`config.mk`:
```
export PLATFORM = sky130hd
export DESIGN_NAME = pds_dict
export DESIGN_NICKNAME = d
export VERILOG_FILES = /design/src/core/pds_pkg.sv /design/src/core/pds_time.sv /design/src/core/pds_dict.sv
export SDC_FILE = /design/constraint.sdc
export NUM_CORES = 1
export LEC_CHECK = 0
export ABC_AREA = 1
export BUFFER_PORTS_ARGS = -buffer_cell sky130_fd_sc_hd__buf_2
export CORE_MARGIN = 3
export CORE_UTILIZATION = 45
export CTS_CLUSTER_SIZE = 25
export DETAILED_ROUTE_END_ITERATION = 7
export HOLD_SLACK_MARGIN = 0.12
export PLACE_DENSITY = 0.72
export SKIP_CTS_REPAIR_TIMING = 1
export SLEW_MARGIN = 20
export SYNTH_ARGS = -nofsm -noshare
export SYNTH_HDL_FRONTEND = slang
export SYNTH_SLANG_ARGS = --single-unit
```
`constraint.sdc`:
```
create_clock -name ref_clk -period 3.1 [get_ports ref_clk]
set_clock_uncertainty 0.05 [all_clocks]
set_input_delay 0.62 -clock ref_clk [delete_from_list [all_inputs] [get_ports ref_clk]]
set_output_delay 0.62 -clock ref_clk [all_outputs]
set_load 0.01 [all_outputs]
```
`src/core/pds_pkg.sv`:
```
// Package: constants and types for the parameter dictionary and system time block
package pds_pkg;
  localparam logic [15:0] PDS_IDX_IDENT = 16'h1000;
  localparam logic [15:0] PDS_IDX_LEGACY = 16'h4000;
  localparam logic [15:0] PDS_IDX_INPUT = 16'h6000;
  localparam logic [15:0] PDS_IDX_OUTPUT = 16'h7000;
  localparam logic [15:0] PDS_IDX_CHAN = 16'h8000;
  localparam logic [15:0] PDS_IDX_SUPPRESS = 16'hF008;
  localparam logic [15:0] PDS_CHAN_STRIDE = 16'h0010;
  localparam logic [15:0] PDS_RANGE_MASK = 16'hF000;
  localparam logic [31:0] PDS_SUPPRESS_CODE = 32'h12345678;
  localparam logic [31:0] PDS_ZERO_WORD = 32'h00000000;
  localparam logic [7:0] PDS_SUB_ZERO = 8'h00;
  localparam logic [7:0] PDS_SUB_ONE = 8'h01;
  localparam logic [7:0] PDS_SUB_TWO = 8'h02;
  localparam logic [7:0] PDS_SUB_THREE = 8'h03;
  localparam logic [7:0] PDS_SUB_FOUR = 8'h04;
  localparam int PDS_CLK_PERIOD_NS = 10;
  // Result codes of one access
  typedef enum logic [1:0] {
    PDS_RES_OK = 2'b00,
    PDS_RES_NO_ENTRY = 2'b01,
    PDS_RES_READ_ONLY = 2'b10
  } pds_res_t;
  // Dictionary access states
  typedef enum logic [1:0] {
    PDS_ST_IDLE = 2'b00,
    PDS_ST_COMMIT = 2'b01,
    PDS_ST_WAIT = 2'b10
  } pds_state_t;
endpackage

```
`src/core/pds_time.sv`:
```
// System time counter: nanosecond count with master offset correction
module pds_time
  import pds_pkg::*;
#(
  parameter int TIME_WIDTH = 64,
  parameter int STEP_NS = PDS_CLK_PERIOD_NS
) (
  input wire logic ref_clk,
  input wire logic rst_b,
  input wire logic offset_valid,
  input wire logic [63:0] offset_ns,
  output logic [63:0] sys_time
);
  initial begin
    if (TIME_WIDTH != 64 && TIME_WIDTH != 32) $error("TIME_WIDTH must be 32 or 64");
    if (STEP_NS < 1) $error("STEP_NS must be at least 1");
  end

  localparam logic [TIME_WIDTH-1:0] STEP = TIME_WIDTH'(STEP_NS);
  logic [TIME_WIDTH-1:0] count;
  logic [TIME_WIDTH-1:0] next_count;

  always_comb begin
    next_count = count + STEP;
    if (offset_valid) begin
      next_count = count + STEP + offset_ns[TIME_WIDTH-1:0];
    end
  end

  // zero at reset means epoch start
  always_ff @(posedge ref_clk or negedge rst_b) begin
    if (!rst_b) begin
      count <= '0;
    end else begin
      count <= next_count;
    end
  end

  // upper bits zero for 32-bit variant, which wraps
  assign sys_time = 64'(count);
endmodule

```
`src/core/pds_dict.sv`:
```
// Parameter dictionary with channel blocks, storage suppression and system time
// Notes on behaviour
// - Entries keyed by 16-bit index, 8-bit subindex
// - Fixed entries read only, others writable
// - Identity information at 0x1000 range
// - Channel parameters at 0x8000 range
// - Legacy 0x4000 range mirrors channel parameters
// - Inputs at 0x6000, outputs at 0x7000
// - Channel n block at base plus n*0x10
// - Online changes committed to non-volatile storage
// - Code word at 0xF008 enables suppression
// - Suppression holds while code kept; off at power-up
// - Suppressed changes skip non-volatile storage
// - 64-bit nanosecond system time
// - Time zero is start of year 2000
// - 32-bit variant wraps to zero
module pds_dict
  import pds_pkg::*;
#(
  parameter int CHANNELS = 2,
  parameter int SUBS = 4,
  parameter int TIME_WIDTH = 64,
  parameter logic [31:0] ID_VENDOR = 32'h0000A5A5,
  parameter logic [31:0] ID_PRODUCT = 32'h00001234,
  parameter logic [31:0] ID_SERIAL = 32'h00000001
) (
  input wire logic ref_clk,
  input wire logic rst_b,
  input wire logic req_valid,
  input wire logic req_write,
  input wire logic [15:0] req_index,
  input wire logic [7:0] req_sub,
  input wire logic [31:0] req_wdata,
  output logic rsp_valid,
  output logic [1:0] rsp_code,
  output logic [31:0] rsp_rdata,
  output logic req_busy,
  output logic nv_write,
  output logic [15:0] nv_index,
  output logic [7:0] nv_sub,
  output logic [31:0] nv_data,
  input wire logic nv_done,
  output logic storage_suppress_mode,
  input wire logic [31:0] in_obj [CHANNELS],
  output logic [31:0] out_obj [CHANNELS],
  input wire logic time_offset_valid,
  input wire logic [63:0] time_offset_ns,
  output logic [63:0] sys_time
);
  initial begin
    if (CHANNELS < 1 || CHANNELS > 16) $error("CHANNELS must be 1 to 16");
    if (SUBS < 1 || SUBS > 255) $error("SUBS must be 1 to 255");
  end

  localparam int CW = (CHANNELS > 1) ? $clog2(CHANNELS) : 1;
  localparam int SW = (SUBS > 1) ? $clog2(SUBS) : 1;

  // Channel parameter store and output objects
  logic [31:0] param [CHANNELS][SUBS];
  logic [31:0] next_param [CHANNELS][SUBS];
  logic [31:0] next_out_obj [CHANNELS];
  logic [31:0] suppress_word;
  logic [31:0] next_suppress_word;
  pds_state_t state;
  pds_state_t next_state;
  logic next_rsp_valid;
  logic [1:0] next_rsp_code;
  logic [31:0] next_rsp_rdata;
  logic next_nv_write;
  logic [15:0] next_nv_index;
  logic [7:0] next_nv_sub;
  logic [31:0] next_nv_data;

  // Decode of the request key
  logic [15:0] range_base;
  logic [15:0] range_off;
  logic [11:0] chan_raw;
  logic [3:0] idx_low;
  logic chan_ok;
  logic sub_ok;
  logic [CW-1:0] chan;
  logic [SW-1:0] sub;
  logic is_param;
  logic is_ident;
  logic is_in;
  logic is_out;
  logic is_supp;

  always_comb begin
    range_base = req_index & PDS_RANGE_MASK;
    range_off = req_index - range_base;
    chan_raw = range_off[15:4];
    idx_low = range_off[3:0];
    chan_ok = (32'(chan_raw) < CHANNELS);
    sub_ok = (32'(req_sub) < SUBS);
    chan = CW'(chan_raw);
    sub = SW'(req_sub);
    is_param = 1'b0;
    is_ident = 1'b0;
    is_in = 1'b0;
    is_out = 1'b0;
    is_supp = 1'b0;
    if (req_index == PDS_IDX_SUPPRESS) begin
      is_supp = req_sub == PDS_SUB_ZERO;
    // channel range and legacy mirror share one store
    end else if (range_base == PDS_IDX_CHAN || range_base == PDS_IDX_LEGACY) begin
      is_param = chan_ok && idx_low == 4'h0 && sub_ok;
    end else if (range_base == PDS_IDX_INPUT) begin
      is_in = chan_ok && idx_low == 4'h0 && req_sub == PDS_SUB_ONE;
    end else if (range_base == PDS_IDX_OUTPUT) begin
      is_out = chan_ok && idx_low == 4'h0 && req_sub == PDS_SUB_ONE;
    end else if (req_index == PDS_IDX_IDENT) begin
      is_ident = req_sub <= PDS_SUB_FOUR;
    end
  end

  // Identity read data
  logic [31:0] ident_data;
  always_comb begin
    case (req_sub)
      PDS_SUB_ZERO: ident_data = 32'(PDS_SUB_FOUR);
      PDS_SUB_ONE: ident_data = ID_VENDOR;
      PDS_SUB_TWO: ident_data = ID_PRODUCT;
      PDS_SUB_THREE: ident_data = ID_SERIAL;
      default: ident_data = 32'(CHANNELS);
    endcase
  end

  // Next state of the access machine
  always_comb begin
    next_state = state;
    next_param = param;
    next_out_obj = out_obj;
    next_suppress_word = suppress_word;
    next_rsp_valid = 1'b0;
    next_rsp_code = rsp_code;
    next_rsp_rdata = rsp_rdata;
    next_nv_write = 1'b0;
    next_nv_index = nv_index;
    next_nv_sub = nv_sub;
    next_nv_data = nv_data;
    case (state)
      PDS_ST_IDLE: begin
        if (req_valid) begin
          next_rsp_valid = 1'b1;
          next_rsp_code = PDS_RES_OK;
          next_rsp_rdata = PDS_ZERO_WORD;
          if (is_supp) begin
            if (req_write) begin
              next_suppress_word = req_wdata;
            end
            next_rsp_rdata = suppress_word;
          end else if (is_param) begin
            next_rsp_rdata = param[chan][sub];
            if (req_write) begin
              next_param[chan][sub] = req_wdata;
              if (!storage_suppress_mode) begin
                next_nv_write = 1'b1;
                next_nv_index = PDS_IDX_CHAN + (req_index - range_base);
                next_nv_sub = req_sub;
                next_nv_data = req_wdata;
                next_rsp_valid = 1'b0;
                next_state = PDS_ST_COMMIT;
              end
            end
          end else if (is_out) begin
            next_rsp_rdata = out_obj[chan];
            if (req_write) begin
              next_out_obj[chan] = req_wdata;
            end
          end else if (is_in || is_ident) begin
            next_rsp_rdata = is_in ? in_obj[chan] : ident_data;
            if (req_write) begin
              next_rsp_code = PDS_RES_READ_ONLY;
            end
          end else begin
            next_rsp_code = PDS_RES_NO_ENTRY;
          end
        end
      end
      PDS_ST_COMMIT: begin
        next_state = PDS_ST_WAIT;
      end
      PDS_ST_WAIT: begin
        if (nv_done) begin
          next_rsp_valid = 1'b1;
          next_state = PDS_ST_IDLE;
        end
      end
      default: begin
        next_state = PDS_ST_IDLE;
      end
    endcase
  end

  always_ff @(posedge ref_clk or negedge rst_b) begin
    if (!rst_b) begin
      state <= PDS_ST_IDLE;
      suppress_word <= PDS_ZERO_WORD;
      rsp_valid <= 1'b0;
      rsp_code <= PDS_RES_OK;
      rsp_rdata <= PDS_ZERO_WORD;
      nv_write <= 1'b0;
      nv_index <= 16'h0000;
      nv_sub <= PDS_SUB_ZERO;
      nv_data <= PDS_ZERO_WORD;
      storage_suppress_mode <= 1'b0;
      req_busy <= 1'b0;
      for (int c = 0; c < CHANNELS; c++) begin
        out_obj[c] <= PDS_ZERO_WORD;
        for (int s = 0; s < SUBS; s++) begin
          param[c][s] <= PDS_ZERO_WORD;
        end
      end
    end else begin
      state <= next_state;
      suppress_word <= next_suppress_word;
      rsp_valid <= next_rsp_valid;
      rsp_code <= next_rsp_code;
      rsp_rdata <= next_rsp_rdata;
      nv_write <= next_nv_write;
      nv_index <= next_nv_index;
      nv_sub <= next_nv_sub;
      nv_data <= next_nv_data;
      // code word enables suppression, held while kept
      storage_suppress_mode <= next_suppress_word == PDS_SUPPRESS_CODE;
      req_busy <= next_state != PDS_ST_IDLE;
      out_obj <= next_out_obj;
      param <= next_param;
    end
  end

  logic [63:0] time_now;
  pds_time #(
    .TIME_WIDTH(TIME_WIDTH),
    .STEP_NS(PDS_CLK_PERIOD_NS)
  ) u_time (
    .ref_clk(ref_clk),
    .rst_b(rst_b),
    .offset_valid(time_offset_valid),
    .offset_ns(time_offset_ns),
    .sys_time(time_now)
  );

  always_ff @(posedge ref_clk or negedge rst_b) begin
    if (!rst_b) begin
      sys_time <= 64'h0000000000000000;
    end else begin
      sys_time <= time_now;
    end
  end
endmodule

```
==> results by group <==
Outcome
  – Outcome: finished, violations left
  – Failing checks: negative setup slack

Die
  – Core Area: 72,000 sq um
  – Initial core utilization: 45.7%
  – Die Height: 276 um
  – I/O pins: 412
  – Die area: 76,400 sq um
  – Chip width: 276 um
  – Num rows: 98

STA
  – Actual slew at the worst max-slew pin: 0.726 ns
  – Slew Limit Fails: 0
  – Unrepaired setup endpoints after global routing: true
  – PnR worst setup slack: -0.540 ns
  – Final worst-path cycle share: 117%
  – Final setup viols: 48
  – Final Critical Period: 3.64 ns
  – Slew HR: 51.6%
  – Fin. Hold Viols: 0
  – Fmax achieved: 275 MHz

Global route
  – Global Route Usage Sum: 32.1%
  – First-pass GRT wire length: 190,000 um
  – Grt total ovfl: 0
  – Antenna violations before repair: 8
  – Largest net degree at the start of global routing: 117
  – Vias in the first global route: 31,800

Critical path
  – Critical Path Most Common Cell: nand2_1
  – CP max stage delay: 0.39 ns
  – Startpoint Class: register
  – Critical path's top delay family: simple AND/OR/NAND/NOR gates
  – Crit path max fanout: 5
  – CP required: 3.56 ns
  – Crit-path slowest cell: dfrtp_1
  – Worst Path Buf+Inv: 7
  – Reg2Reg Setup Slack: -0.54 ns
  – Worst Path Class, Setup: register to register
  – CP Launch Point: u_time.sys_time[1]
  – Critical path arrival: 4.10 ns
  – Critical Path End Type: register
  – FF-to-FF Start: u_time.sys_time[1]

Placed design
  – Placed Area: 39,700 sq um
  – Routability Congestion: 1.05
  – I/O Buffers: 408
  – DP HPWL: 96,700 um

Layout
  – Layout cells sized above 1: 31.4%
  – Final nets: 5,759
  – Final Instance Area: 45,300 sq um
  – Final core utilization: 62.9%
  – Area Overhead vs Synth: 37.7%

CTS
  – TritonCTS buffer count: 67
  – Clk sinks: 573
  – Clk Latency, worst-skew pair: 0.62 ns
  – CTS clock-pin slew for the worst setup and hold paths: 0.06 ns
  – Clk root buf: clkbuf_16
  – Max Root-Sink Buffers: 3
  – H-tree levels: 3
  – CTS tree: yes

Synth
  – Synthesized-area fraction occupied by adder cells: 2.61%
  – EDFF count, synth: 0
  – Mux share of post-synthesis cell area: 0.183%
  – Count of cell types in the netlist: 53
  – Netlist Area Pre-Place: 32,900 sq um
  – Primary FF master, synth: dfrtp_1
  – Synth Area in XOR/XNOR: 2.07%
  – Yosys warning total: 0
  – Post-synthesis cell count: 4,589
  – Post-synthesis compound-gate area fraction: 14.2%
  – Yosys reg bits: 573
  – Ys async rst share: 100%
  – Sequential element share of the synthesized area: 43.6%
  – Post-synthesis simple-gate area fraction: 25.0%
  – Mean post-synth cell area: 7.17 sq um
  – Largest family of logic cells by synthesized area: simple AND/OR/NAND/NOR gates

Route
  – Total Wirelength: 130,000 um
  – DR vias: 34,000
  – Via-to-Cell Ratio: 5.23
  – Drt pass-1 iters: 5
  – DRC violations left: 0
  – Routed WL per cell: 19.9 um
  – Drt first-iter violations: 3,075
  – ANT nets after route: 0

Power and ir drop
  – Max VDD drop: 0.863 mV
  – Lkg Pwr: 22.8 nW
  – PD cells: 769 nW/um^2

Job
  – Max Cap Viol: 0

Min path
  – Hold path startpoint: nv_done
  – Class of the worst hold path: input port to register
[Yosys cell counts (7+ instances only)]
cell / n / share of area, %
buf_2: 63 / 0.96
xnor2_1: 31 / 0.83
nand2_4: 9 / 0.31
o21ai_0: 223 / 3.4
nand2_1: 1313 / 15
o21bai_1: 19 / 0.43
nor2_1: 371 / 4.2
nor2_2: 9 / 0.17
nand3_1: 125 / 1.9
o22ai_1: 9 / 0.17
o21ai_1: 348 / 5.3
ha_1: 67 / 2.5
dfrtp_1: 573 / 44
nor3_1: 32 / 0.49
buf_6: 26 / 0.89
nand4_1: 78 / 1.5
o211ai_1: 56 / 1.3
xor2_1: 44 / 1.2
a21oi_1: 183 / 2.8
buf_1: 10 / 0.11
nor4_1: 9 / 0.17
inv_2: 15 / 0.17
buf_4: 7 / 0.16
a41oi_1: 20 / 0.53
inv_1: 818 / 9.3
or2_2: 14 / 0.27
clkbuf_1: 62 / 0.71
[state kept, by name (all words and copies together) (netlist names)]
signal / count
nv_data: 32
nv_index: 13
nv_sub: 8
nv_write: 1
out_obj: 64
param: 256
req_busy: 1
rsp_code: 2
rsp_rdata: 32
rsp_valid: 1
state: 2
storage_suppress_mode: 1
suppress_word: 32
sys_time: 64
u_time.sys_time: 64
[metal layers]
metal  GRT usage (%)  vias to the layer above  wire (um)
met5               0                        -         23
met4            10.2                        4       4680
met3            4.64                      252       9990
met2            52.6                     1471      60400
met1            44.0                    16100      54400
li1                -                    16200          -
[worst paths after layout]
path / cells past startpoint / end
worst min-delay path: 3 / rsp_valid
min in group asynchronous: 2 / sys_time[6]
worst min register to register: 0 / sys_time[0]
worst max register to register: 26 / u_time.sys_time[59]
worst max-delay path: 26 / u_time.sys_time[59]
max in group asynchronous: 4 / out_obj[57]
[area by class of cell]
class,count,area [sq um]
Antenna cell,6,15.0
Clock buffer,96,1950
Clock inverter,26,332
Fill cell,6293,26700
Inverter,835,3150
Multi-Input combinational cell,3015,17300
Sequential cell,573,14300
Tap cell,950,1190
Timing Repair Buffer,1009,7000
[logic make-up (layout without fill, tap and decap cells)]
| family | Yosys count | in the layout |
|---|---|---|
| buffers and inverters | 1003 | 1966 |
| AND/OR/NAND/NOR | 1991 | 1991 |
| multiplexers | 6 | 6 |
| adder cells (fa/ha/maj) | 68 | 68 |
| AO/OA/AOI/OAI | 871 | 871 |
| XOR/XNOR | 76 | 76 |
| flip-flops | 573 | 573 |
| other | 1 | 9 |
[report_power, final]
part	switching [W]	internal (W)	total [W]
Clock	0.00341	0.00477	0.00818
Sequential	0.000644	0.00834	0.00899
Combinational	0.0101	0.00754	0.0177
[placed cells by master, fill, tap and decap left out, types with 35 or more instances in the layout]
cell and n:
a21oi_1 123, a21oi_2 46, buf_2 406, buf_4 542, buf_6 35, clkbuf_16 68
dfrtp_1 568, inv_1 760, inv_2 70, nand2_1 1149, nand2_2 130, nand2_4 44
nand3_1 94, nand4_1 78, nor2_1 243, nor2_2 68, nor2_4 72, o211ai_1 56
o21ai_0 183, o21ai_1 370
[worst register-to-register path, stage by stage, from the launching register on]
cell     delay [ns]
dfrtp_1        0.39
ha_2           0.22
inv_2          0.05
nand2_2        0.08
buf_6          0.11
nand2_4        0.05
inv_4          0.08
nand2_8        0.07
nor3_4         0.21
nand4_1        0.24
nor2_1         0.20
xnor2_1        0.17
inv_2          0.11
ha_4           0.30
nand2_4        0.07
buf_6          0.13
nor2_4         0.10
inv_2          0.06
nor3_2         0.15
buf_4          0.17
nand2_4        0.06
nor3_2         0.17
nand2_1        0.11
nand2_1        0.08
nand2_1        0.05
nand3_1        0.06
nand2_1        0.06
[per-stage QoR]
| step | cells | hold slack [ns] | setup TNS, ns | total power (W) | worst slack, ns |
|---|---|---|---|---|---|
| 4_1_cts | 6452 | -0.103 | -34.83 | 0.0310 | -1.02 |
| 3_5_place_dp | 6330 | 0.350 | -34.33 | 0.0227 | -1.02 |
| 2_1_floorplan | 4591 | 0.274 | 0 | 0.0149 | 0.0200 |
| 5_1_grt | 6509 | 0.231 | -22.91 | 0.0364 | -0.678 |
| 6_report | 6510 | 0.237 | -15.44 | 0.0348 | -0.540 |
| 3_3_place_gp | 6330 | 0.339 | -29.96 | 0.0228 | -1.03 |
No activity file was read; power rests on OpenSTA's default activity.
